--- config.mk ---
export PLATFORM = sky130hd
export DESIGN_NAME = wdr_top
export DESIGN_NICKNAME = d
export VERILOG_FILES = /design/src/pkg/wdr_pkg.sv /design/src/verilog/wdr_slow_tick.sv /design/src/verilog/wdr_key_guard.sv /design/src/verilog/wdr_top.sv
export VERILOG_INCLUDE_DIRS = /design/src /design/src/pkg
export SDC_FILE = /design/constraint.sdc
export NUM_CORES = 1
export LEC_CHECK = 0
export BUFFER_PORTS_ARGS = -buffer_cell sky130_fd_sc_hd__buf_2
export CAP_MARGIN = 20
export CELL_PAD_IN_SITES_DETAIL_PLACEMENT = 0
export CELL_PAD_IN_SITES_GLOBAL_PLACEMENT = 1
export CORE_MARGIN = 2
export CORE_UTILIZATION = 49
export DETAILED_ROUTE_END_ITERATION = 8
export PLACE_DENSITY = 0.83
export SLEW_MARGIN = 30
export SYNTH_ARGS = -nofsm -noshare
export SYNTH_HDL_FRONTEND = slang
export SYNTH_SLANG_ARGS = --single-unit
--- constraint.sdc ---
create_clock -name clk_sys -period 3.83 [get_ports clk_sys]
set_clock_uncertainty 0.2 [all_clocks]
set_input_delay 0.766 -clock clk_sys [delete_from_list [all_inputs] [get_ports clk_sys]]
set_output_delay 0.766 -clock clk_sys [all_outputs]
set_load 0.01 [all_outputs]
--- src/pkg/wdr_consts.svh ---
`ifndef WDR_CONSTS_SVH
`define WDR_CONSTS_SVH

// Register offsets on the plain register port
`define WDR_OFF_WDC        8'h00
`define WDR_OFF_RCF        8'h04
`define WDR_OFF_RGK        8'h08
`define WDR_OFF_STAT       8'h0C
`define WDR_OFF_IRQ_ST     8'h10
`define WDR_OFF_IRQ_MASK   8'h14

// Reset values
`define WDR_WDC_POR        8'h53
`define WDR_RGK_POR        8'h55

// Watchdog control fields
`define WDR_KEY_MSB        7
`define WDR_KEY_LSB        3
`define WDR_SEL_MSB        2
`define WDR_SEL_LSB        0
`define WDR_KEY_A          5'h15
`define WDR_KEY_B          5'h0A

// Guard key no-action values
`define WDR_GUARD_A        8'h55
`define WDR_GUARD_B        8'hAA

// Reset cause flag positions
`define WDR_RCF_WD_BIT     0
`define WDR_RCF_GUARD_BIT  3

// Event bit positions in the interrupt registers
`define WDR_EV_TIMEOUT     0
`define WDR_EV_WD_KEY      1
`define WDR_EV_GUARD_KEY   2

// Timing: system clock, slow oscillator, invalid-key delay
`define WDR_CLK_HZ         20000000
`define WDR_SLOW_OSC_HZ    32000
`define WDR_SLOW_DIV       (`WDR_CLK_HZ / `WDR_SLOW_OSC_HZ)
`define WDR_KEY_DELAY      4

`endif

--- src/pkg/wdr_pkg.sv ---
package wdr_pkg;

  // Register byte
  typedef logic [7:0] wdr_byte_t;

  // Watchdog counter
  typedef logic [17:0] wdr_cnt_t;

  // Invalid-key delay sequencer
  typedef enum logic [1:0] {
    WDR_G_IDLE = 2'b00,
    WDR_G_WAIT = 2'b01,
    WDR_G_FIRE = 2'b10
  } wdr_guard_e;

endpackage : wdr_pkg

--- src/verilog/wdr_slow_tick.sv ---
`timescale 1ns/1ps
`include "wdr_consts.svh"

module wdr_slow_tick #(
  parameter int DIV = `WDR_SLOW_DIV
) (
  // Clock and reset
  input  wire logic clk_sys,
  input  wire logic reset,
  // Slow oscillator enable pulse
  output logic      tick_q
);

  localparam int W = $clog2(DIV);

  logic [W-1:0] div_q;
  wire          div_last = (div_q == W'(DIV - 1));

  // Divide the system clock down to the slow oscillator rate
  always_ff @(posedge clk_sys) begin
    if (reset) begin
      div_q  <= '0;
      tick_q <= 1'b0;
    end else begin
      div_q  <= div_last ? '0 : div_q + W'(1);
      tick_q <= div_last;
    end
  end

endmodule : wdr_slow_tick

--- src/verilog/wdr_key_guard.sv ---
`timescale 1ns/1ps
`include "wdr_consts.svh"

module wdr_key_guard #(
  parameter int DELAY = `WDR_KEY_DELAY
) (
  // Clock and reset
  input  wire logic clk_sys,
  input  wire logic reset,
  // Slow oscillator enable and invalid key level
  input  wire logic tick,
  input  wire logic bad,
  // Reset request pulse after the delay
  output logic      fire_q
);

  localparam int W = $clog2(DELAY + 1);

  wdr_pkg::wdr_guard_e state_q;
  wdr_pkg::wdr_guard_e state_d;
  logic [W-1:0]        cnt_q;
  wire                 done = tick && (cnt_q == W'(DELAY - 1));

  // Next state: wait a fixed slow-clock count while the key stays bad
  always_comb begin
    state_d = state_q;
    case (state_q)
      wdr_pkg::WDR_G_IDLE: begin
        if (bad) state_d = wdr_pkg::WDR_G_WAIT;
      end
      wdr_pkg::WDR_G_WAIT: begin
        if (!bad) state_d = wdr_pkg::WDR_G_IDLE;
        else if (done) state_d = wdr_pkg::WDR_G_FIRE;
      end
      wdr_pkg::WDR_G_FIRE: begin
        state_d = wdr_pkg::WDR_G_IDLE;
      end
      default: begin
        state_d = wdr_pkg::WDR_G_IDLE;
      end
    endcase
  end

  // State, delay counter and output pulse
  always_ff @(posedge clk_sys) begin
    if (reset) begin
      state_q <= wdr_pkg::WDR_G_IDLE;
      cnt_q   <= '0;
      fire_q  <= 1'b0;
    end else begin
      state_q <= state_d;
      cnt_q   <= (state_q != wdr_pkg::WDR_G_WAIT) ? '0 : (tick ? cnt_q + W'(1) : cnt_q);
      fire_q  <= (state_q == wdr_pkg::WDR_G_WAIT) && bad && done;
    end
  end
endmodule : wdr_key_guard

--- src/verilog/wdr_top.sv ---
// The implementer's own choices: strobed register access and the register offsets.
`timescale 1ns/1ps
`include "wdr_consts.svh"

//Contract
// - Always-on option: both keys run, others reset
// - Register option: 10101 disables, 01010 enables
// - Bad key: delayed reset, set watchdog cause
// - Period select picks 2^8 to 2^18 ticks
// - Power-up watchdog control reads 0x53
// - Watchdog cause sticky, software zero clears
// - Cause register bits 7..4 read zero
// - Running overflow: full reset, set timeout
// - Halted overflow: timeout, PC/SP reset only
// - Counter clears on watchdog key reset, clear, halt
// - Guard key 0x55/0xAA idle, else reset
// - Power-up guard key reads 0x55
// - Guard cause sticky, software zero clears
// - Power-on reset zeroes program counter
// - Power-on reset presets port registers ones
// - Counter advances on slow oscillator ticks
// - Halt clears counter, resumes if enabled
module wdr_top #(
  parameter int SLOW_DIV  = `WDR_SLOW_DIV,
  parameter int KEY_DELAY = `WDR_KEY_DELAY
) (
  // Clock and reset
  input  wire logic       clk_sys,
  input  wire logic       reset,
  // Register port
  input  wire logic [7:0] reg_addr,
  input  wire logic [7:0] reg_wdata,
  input  wire logic       reg_wr,
  input  wire logic       reg_rd,
  output logic      [7:0] reg_rdata_q,
  // Processor side
  input  wire logic       cfg_wdt_always_on,
  input  wire logic       clear_wdt_instr,
  input  wire logic       halt_instr,
  input  wire logic       cpu_halted,
  // Reset requests and status
  output logic            dev_reset_q,
  output logic            pc_sp_reset_q,
  output logic            timeout_status_flag_q,
  output logic            pc_clear_q,
  output logic            port_preset_q,
  // Interrupt
  output logic            irq_q
);

  // Terminal count of the watchdog counter for a period code
  function automatic wdr_pkg::wdr_cnt_t period_last(input logic [2:0] sel);
    logic [4:0] sh;
    sh = 5'd0;
    case (sel)
      3'd0:    sh = 5'd8;
      3'd1:    sh = 5'd10;
      3'd2:    sh = 5'd12;
      3'd3:    sh = 5'd14;
      3'd4:    sh = 5'd15;
      3'd5:    sh = 5'd16;
      3'd6:    sh = 5'd17;
      default: sh = 5'd18;
    endcase
    period_last = 18'((19'h0_0001 << sh) - 19'h0_0001);
  endfunction : period_last

  // Registers
  wdr_pkg::wdr_byte_t watchdog_control_q;
  wdr_pkg::wdr_byte_t reset_guard_key_q;
  logic               wd_key_reset_flag_q;
  logic               guard_key_reset_flag_q;
  logic [2:0]         irq_st_q;
  logic [2:0]         irq_mask_q;
  wdr_pkg::wdr_cnt_t  cnt_q;
  wdr_pkg::wdr_cnt_t  cnt_d;

  // Register write decode
  wire wr_wdc  = reg_wr && (reg_addr == `WDR_OFF_WDC);
  wire wr_rcf  = reg_wr && (reg_addr == `WDR_OFF_RCF);
  wire wr_rgk  = reg_wr && (reg_addr == `WDR_OFF_RGK);
  wire wr_ist  = reg_wr && (reg_addr == `WDR_OFF_IRQ_ST);
  wire wr_imsk = reg_wr && (reg_addr == `WDR_OFF_IRQ_MASK);

  // Key decode
  wire [4:0] enable_key_field    = watchdog_control_q[`WDR_KEY_MSB:`WDR_KEY_LSB];
  wire [2:0] period_select_field = watchdog_control_q[`WDR_SEL_MSB:`WDR_SEL_LSB];
  wire       key_a    = (enable_key_field == `WDR_KEY_A);
  wire       key_b    = (enable_key_field == `WDR_KEY_B);
  wire       key_ok   = key_a || key_b;
  wire       wd_on    = key_b || (key_a && cfg_wdt_always_on);
  wire       guard_ok = (reset_guard_key_q == `WDR_GUARD_A) || (reset_guard_key_q == `WDR_GUARD_B);

  // Slow oscillator enable and key guards
  logic slow_tick;
  logic wd_fire;
  logic guard_fire;

  wdr_slow_tick #(
    .DIV (SLOW_DIV)
  ) u_tick (
    .clk_sys (clk_sys),
    .reset   (reset),
    .tick_q  (slow_tick)
  );

  wdr_key_guard #(
    .DELAY (KEY_DELAY)
  ) u_wd_guard (
    .clk_sys (clk_sys),
    .reset   (reset),
    .tick    (slow_tick),
    .bad     (!key_ok),
    .fire_q  (wd_fire)
  );

  wdr_key_guard #(
    .DELAY (KEY_DELAY)
  ) u_rg_guard (
    .clk_sys (clk_sys),
    .reset   (reset),
    .tick    (slow_tick),
    .bad     (!guard_ok),
    .fire_q  (guard_fire)
  );

  // Counter control
  wire                cnt_clr  = wd_fire || clear_wdt_instr || halt_instr;
  wire                cnt_step = wd_on && slow_tick;
  wdr_pkg::wdr_cnt_t  cnt_last;
  assign cnt_last = period_last(period_select_field);
  wire                at_last  = (cnt_q >= cnt_last); // Shortened period still ends at next tick
  wire                overflow = cnt_step && at_last && !cnt_clr;
  wire                any_dev_reset = (overflow && !cpu_halted) || wd_fire || guard_fire;

  // Next counter value
  always_comb begin
    cnt_d = cnt_q;
    if (cnt_clr) cnt_d = '0;
    else if (cnt_step) cnt_d = at_last ? '0 : cnt_q + 18'h0_0001;
  end

  // Events for the interrupt status
  wire [2:0] ev_vec = {guard_fire, wd_fire, overflow};

  // Read data selection
  wire [7:0] rcf_val  = {4'h0, guard_key_reset_flag_q, 2'b00, wd_key_reset_flag_q};
  wire [7:0] stat_val = {4'h0, guard_ok, key_ok, wd_on, timeout_status_flag_q};
  wire [7:0] rd_mux   =
    (reg_addr == `WDR_OFF_WDC)      ? watchdog_control_q :
    (reg_addr == `WDR_OFF_RCF)      ? rcf_val :
    (reg_addr == `WDR_OFF_RGK)      ? reset_guard_key_q :
    (reg_addr == `WDR_OFF_STAT)     ? stat_val :
    (reg_addr == `WDR_OFF_IRQ_ST)   ? {5'h00, irq_st_q} :
    (reg_addr == `WDR_OFF_IRQ_MASK) ? {5'h00, irq_mask_q} : 8'h00;

  // Watchdog control and guard key registers; key resets restore defaults
  always_ff @(posedge clk_sys) begin
    if (reset || wd_fire) begin
      watchdog_control_q <= `WDR_WDC_POR;
    end else if (wr_wdc) begin
      watchdog_control_q <= reg_wdata;
    end
  end

  always_ff @(posedge clk_sys) begin
    if (reset || guard_fire) begin
      reset_guard_key_q <= `WDR_RGK_POR;
    end else if (wr_rgk) begin
      reset_guard_key_q <= reg_wdata;
    end
  end

  // Sticky cause flags: set wins over a software zero
  always_ff @(posedge clk_sys) begin
    if (reset) begin
      wd_key_reset_flag_q    <= 1'b0;
      guard_key_reset_flag_q <= 1'b0;
    end else begin
      wd_key_reset_flag_q    <= wd_fire ||
        (wd_key_reset_flag_q && !(wr_rcf && !reg_wdata[`WDR_RCF_WD_BIT]));
      guard_key_reset_flag_q <= guard_fire ||
        (guard_key_reset_flag_q && !(wr_rcf && !reg_wdata[`WDR_RCF_GUARD_BIT]));
    end
  end

  // Watchdog counter and timeout flag
  always_ff @(posedge clk_sys) begin
    if (reset) begin
      cnt_q                 <= '0;
      timeout_status_flag_q <= 1'b0;
    end else begin
      cnt_q                 <= cnt_d;
      timeout_status_flag_q <= overflow || (timeout_status_flag_q && !clear_wdt_instr && !halt_instr);
    end
  end

  // Reset request outputs and power-on presets
  always_ff @(posedge clk_sys) begin
    if (reset) begin
      dev_reset_q   <= 1'b0;
      pc_sp_reset_q <= 1'b0;
      pc_clear_q    <= 1'b1;
      port_preset_q <= 1'b1;
    end else begin
      dev_reset_q   <= any_dev_reset;
      pc_sp_reset_q <= overflow && cpu_halted;
      pc_clear_q    <= 1'b0;
      port_preset_q <= 1'b0;
    end
  end

  // Interrupt status, mask and output
  always_ff @(posedge clk_sys) begin
    if (reset) begin
      irq_st_q   <= 3'h0;
      irq_mask_q <= 3'h0;
      irq_q      <= 1'b0;
    end else begin
      irq_st_q   <= ev_vec | (irq_st_q & ~(wr_ist ? reg_wdata[2:0] : 3'h0));
      irq_mask_q <= wr_imsk ? reg_wdata[2:0] : irq_mask_q;
      irq_q      <= |(irq_st_q & irq_mask_q);
    end
  end

  // Read data stand one cycle after the strobe only
  always_ff @(posedge clk_sys) begin
    if (reset) begin
      reg_rdata_q <= 8'h00;
    end else begin
      reg_rdata_q <= reg_rd ? rd_mux : 8'h00;
    end
  end
endmodule : wdr_top

Yosys cells after proc, flatten, opt, wreduce, memory -nomap -nowiden:

Cells that the tools add are included.

* register bits: 78
* bits of input ports: 24
* output and inout bits: 14
* logic and storage cells: 134

* add/subtract/negate cells: 5
* order comparisons: 1
* equality and inequality tests: 26
* shift-type cells: 1
* mux-type cells: 18
* bitwise gates (word level): 5
* reduce and logical (&&, ||, !) cells: 57

Operator list (count)
* $pmux W5 S7: 1
* $mux W8: 3
* $logic_and A1 B1 Y1: 23
* $add A18 B1 Y18 const B: 1
* $ge A18 B18 Y1: 1
* $mux W18: 1
* $shl A1 B5 Y18 const A: 1
* $sub A18 B1 Y18 const B: 1
* $eq A8 B4 Y1 const B: 2
* $eq A8 B5 Y1 const B: 2
* $eq A3 B2 Y1 const B: 4
* $logic_or A1 B1 Y1: 12
* $mux W2: 6
* $add A10 B1 Y10 const B: 1
* $eq A10 B10 Y1 const B: 1
* $logic_not A1 Y1: 10
* $reduce_or A2 Y1: 5
* $eq A3 B3 Y1 const B: 3
* $mux W3: 3
* $eq A8 B3 Y1 const B: 1
* $eq A8 B7 Y1 const B: 1
* $eq A8 B8 Y1 const B: 1
* $logic_not A8 Y1: 1
* $pmux W2 S2: 2
* other kinds (18): 26

Logic depth before layout (Yosys ltp):

* depth in word-level cells: 10
* mapped depth: 9
* depth with buffers taken out: 7

Modules after synthesis:

A second synthesis with hierarchy kept.

* cell total of the unflattened synthesis: 417
* area, all modules: 3887.5 µm²

Modules (own cells, without submodules)
* wdr_top: times used 1, cells an instance 320, area an instance 2926.6 µm², sequential area each 1101.1 µm²
* wdr_slow_tick: times used 1, cells an instance 55, area an instance 490.5 µm², sequential area each 220.2 µm²
* wdr_key_guard: times used 2, cells an instance 21, area an instance 235.2 µm², sequential area each 120.1 µm²

Least setup slack after synthesis:

OpenSTA, ideal clock, no wires.

* path kind: in2reg
* start point: input reg_addr[0]
* end point: register reset_guard_key_q[3]
* setup time: 0.130 ns
* data arrival time: 2.015 ns
* data required time: 3.500 ns
* path slack: 1.486 ns
* stages: 5
* buffers on the path: 0
* cell sequence: or4_4 > nor4_2 > nand3_2 > mux2i_1 > nor3_1

* cells in the longest elaborated chain, start to end: 2

RTL lines
* from (decl): RTL line wdr_top.sv:31 `input wire logic [7:0] reg_addr,`
* $eq A8 B4 Y1 (no line)
* $logic_and A1 B1 Y1: RTL line wdr_top.sv:81 `` wire wr_rgk = reg_wr && (reg_addr == `WDR_OFF_RGK); ``
* to (signal assigned): RTL line wdr_top.sv:168 `` reset_guard_key_q <= `WDR_RGK_POR; ``
* to (signal assigned): RTL line wdr_top.sv:170 `reset_guard_key_q <= reg_wdata;`
* to (decl): RTL line wdr_top.sv:70 `wdr_pkg::wdr_byte_t reset_guard_key_q;`

Every way passes these cells.
A chain may end at the register's enable or synchronous reset.

Worst setup path in the final report:

* start point: register watchdog_control_q[1]
* end point: register cnt_q[10]

* cells in the longest elaborated chain, start to end: 6
* elaborated cells on any way between the ends: 12
* those cells by class: add/sub (1); order compare (1); eq/ne (6); shift (1); mux (2); reduce/logical (1)

RTL lines
* from (decl): RTL line wdr_top.sv:69 `wdr_pkg::wdr_byte_t watchdog_control_q;`
* from (signal assigned): RTL line wdr_top.sv:160 `` watchdog_control_q <= `WDR_WDC_POR; ``
* from (signal assigned): RTL line wdr_top.sv:162 `watchdog_control_q <= reg_wdata;`
* $eq A3 B3 Y1, or another cell as far along: RTL line wdr_top.sv:55 `case (sel)`
* $pmux W5 S7 *: RTL line wdr_top.sv:55
* $shl A1 B5 Y18 *: RTL line wdr_top.sv:65 `period_last = 18'((19'h0_0001 << sh) - 19'h0_0001);`
* $sub A18 B1 Y18 *: RTL line wdr_top.sv:65
* $ge A18 B18 Y1 *: RTL line wdr_top.sv:132 `wire at_last = (cnt_q >= cnt_last);`
* $mux W18 *: RTL line wdr_top.sv:140 `else if (cnt_step) cnt_d = at_last ? '0 : cnt_q + 18'h0_0001;`
* to (signal assigned): RTL line wdr_top.sv:193 `cnt_q <= cnt_d;`
* to (decl): RTL line wdr_top.sv:75 `wdr_pkg::wdr_cnt_t cnt_q;`

Every way passes the cells marked *; elsewhere a longest branch is shown, timed or not.

==> summary.txt <==
Critical path
  – Critical path capture point type: flop
  – R2r startpoint: watchdog_control_q[1]$_SDFFE_PP1P_
  – Buf/Inv on CP: 1
  – CP required: 3.84 ns
  – R2R depth: 8
  – Arr. time, crit path: about 2.8 ns
  – Critical path cell sequence: a21oi_1, ha_1, nand4_1, nor4_1, o21bai_1, a21oi_2, buf_4, nor3_2
  – Worst R2R End: cnt_q[10]$_SDFFE_PP0P_
  – Max incr delay on CP: 0.54 ns
  – CP max-delay cell: dfxtp_1
  – Largest fanout on the critical path: 14
  – CP delay by family, top: compound AO/OA/AOI/OAI gates
  – Critical setup path kind: flop to flop
  – Startpoint Class: flop
  – R2R setup slack: 1.05 ns

Power
  – Combinational power share: 0.043
  – Leakage power: 1.71 nW
  – Sequential share of power: 0.541
  – Worst VDD drop: around 0.00022 V
  – Switch Pwr: 0.000364 W
  – Switching Fraction: 0.241
  – Clock Power Share: 0.416
  – Internal: roughly 0.0011 W
  – Power per cell area: 338 nW/um^2

GRT
  – Overflow after GRT: 0
  – First-pass GRT wire length: 14300 um
  – GRT met2 Usage: 0.314
  – M1 GR Usage: 0.287
  – GRT Resource Usage Total: 0.207
  – Vias in the first global route: 2921
  – Met3 usage: 0.0407
  – GR peak layer: met2
  – Largest net degree at the start of global routing: 26
  – Initial antenna violation count: 0

Clock tree
  – CTS root buf: clkbuf_8
  – Hold buffer count at CTS: 0
  – CTS clk-pin slew, worst paths: roughly 0.090 ns
  – CTS H-tree lvls: 3
  – Worst skew pair latency: between 0.3 and 0.4 ns
  – Inserted Clock Buffers: 9
  – Buffer count from post-CTS setup fixing: 0
  – CTS tree: yes
  – Cts repair resizes: 0
  – Clock tree buffer depth: 2
  – Clock sinks: between 70 and 80

Cells and area
  – Fillers: between 700 and 800
  – Antenna cells: 0
  – Area of the multi-input gates: 2300 um^2
  – Reg area: 1560 um^2
  – Layout area overhead: 10.9%
  – Nets: 510
  – Layout cells sized above 1: 0.185

Place
  – Hpwl dp: 6210 um
  – GPL Wtd Cong: 0.808
  – Port-buffer cells: 37

Status
  – Status: complete, no violations

Synthesis
  – Synth Cell Area: 4020 um^2
  – Synth cell count leaders: dfxtp_1 (78), nor2_1 (39), nand2_1 (36), a21oi_1 (26), nand3_1 (22)
  – Syn Inst Count: about 430
  – Async set-reset flop share out of synthesis: 0
  – Post-synth EDFFs: 0
  – Post-synth top flop: dfxtp_1
  – Most common cell in the synthesized netlist: dfxtp_1
  – Ys Warns: 0
  – Top post-synthesis cells by area: dfxtp_1 (39%), ha_1 (6.5%), mux2i_1 (4.7%)
  – Synth Register Bits: 78
  – Distinct cells, synth: 60
  – Avg Inst Size Synth: 9.27 um^2
  – Yosys top cell area share: 0.388
  – Leading area contributor after synthesis: dfxtp_1
  – Sequential area share after synthesis: 0.388

Floorplanning
  – I/O pins: 38
  – Die Wd: 94.6 um
  – Core Area: 8090 um^2
  – Num rows: 33
  – Starting Density: 0.497
  – Die height: 94.6 um
  – Die ar.: 8950 um^2

Routing
  – Routed Antenna Nets: 0
  – Drt via density: 5.45
  – Wirelength, routed: 8590 um
  – Detailed Routing Iterations Pass 1: 4
  – Routed wire per std cell: 14.9 um
  – Initial DRC Count: roughly 160
  – Total number of vias: 3135
  – Residual DRC: 0

Min path
  – Hold Crit Depth: 1
  – Hold wc startpoint: u_rg_guard.state_q[1]$_SDFFE_PP0P_
  – Hold Path End: u_rg_guard.state_q[0]$_SDFFE_PP0P_
  – Hold Crit Class: flop to flop

Timing
  – Final setup TNS: 0 ns
  – Final Max Slew Viols: 0
  – WHS: 0.236 ns
  – Final number of hold-violating endpoints: 0
  – Slew HR: 0.439
  – Fin crit share: 0.727
  – Setup violators final: 0
  – Actual slew at the worst max-slew pin: 0.841 ns
  – Period minus WS final: between 2 and 3 ns
  – Fmax: 359 MHz
  – Unrepaired setup endpoints after global routing: false

Job
  – MaxCap Viol Count: 0
how the worst max path moves through the flow:
stage | from | to | slack [ns] | cells after the start
floorplan | reg_addr[0] | reset_guard_key_q[3]$_SDFFE_PP0P_ | 1.49 | 5
global placement | reset | pc_sp_reset_q$_SDFF_PP0_ | 0.86 | 4
detailed placement | reset | pc_sp_reset_q$_SDFF_PP0_ | 1.01 | 4
CTS | watchdog_control_q[1]$_SDFFE_PP1P_ | cnt_q[10]$_SDFFE_PP0P_ | 1.04 | 8
global route | watchdog_control_q[1]$_SDFFE_PP1P_ | cnt_q[10]$_SDFFE_PP0P_ | 0.83 | 8
finish | watchdog_control_q[1]$_SDFFE_PP1P_ | cnt_q[10]$_SDFFE_PP0P_ | 1.05 | 8
cell usage in the layout, fill, tap and decap left out, types with 9 or more instances in the layout:
cell       n
a21oi_1   25
clkbuf_8   9
nor3_1    21
nand2_1   36
buf_2     37
ha_1      21
xnor2_1   19
nand3_1   22
mux2i_1   19
o21ai_0   10
nor2_1    39
dfxtp_1   78
inv_1     15
kinds of logic after synthesis:
group	Yosys count	synth area share
fa+ha+maj	21	0.0653
simple gates	180	0.248
buf+inv	37	0.0423
xor+xnor	26	0.0566
mux	20	0.0529
flops	78	0.388
compound gates	71	0.146
other cells	1	0.000932
cell type report:
class                           instances  area share
Clock inverter                          7      0.0174
Inverter                               15      0.0126
Timing Repair Buffer                   40      0.0466
Tap cell                              105      0.0294
Multi-Input combinational cell        321       0.516
Clock buffer                            9      0.0278
Sequential cell                        78       0.350
flip-flops by register name, summed over array words and instances, names as in the netlist, 3 cells and up:
register / flops
cnt_q: 18
irq_mask_q: 3
irq_st_q: 3
reg_rdata_q: 8
reset_guard_key_q: 8
u_rg_guard.cnt_q: 3
u_tick.div_q: 10
u_wd_guard.cnt_q: 3
watchdog_control_q: 8
power groups by stage:
stage | sequential (W) | combinational, W | clock (W)
detailed placement | 0.000836 | 0.0000639 | 0
global route | 0.000818 | 0.0000710 | 0.000691
global placement | 0.000836 | 0.0000634 | 0
finish | 0.000817 | 0.0000645 | 0.000628
floorplan | 0.000836 | 0.0000374 | 0
CTS | 0.000817 | 0.0000642 | 0.000651
routing by layer:
metal  up-vias  wire length (um)
li1       1605                 -
met4         0                85
met2        70              4040
met3         8               419
met5         -                 0
met1      1452              4040
metrics by stage:
| stage | power (W) | cells | utilization | area (um^2) | setup WS [ns] |
|---|---|---|---|---|---|
| after global placement | 0.000900 | 559 | 0.526 | 4260 | 0.864 |
| final | 0.00151 | 575 | 0.551 | 4460 | 1.05 |
| after detailed placement | 0.000900 | 559 | 0.526 | 4260 | 1.01 |
| after global routing | 0.00158 | 575 | 0.551 | 4460 | 0.826 |
| after floorplan | 0.000873 | 436 | - | 4030 | 1.49 |
| after CTS | 0.00153 | 575 | 0.551 | 4460 | 1.04 |
No activity file was read; power rests on OpenSTA's default activity.
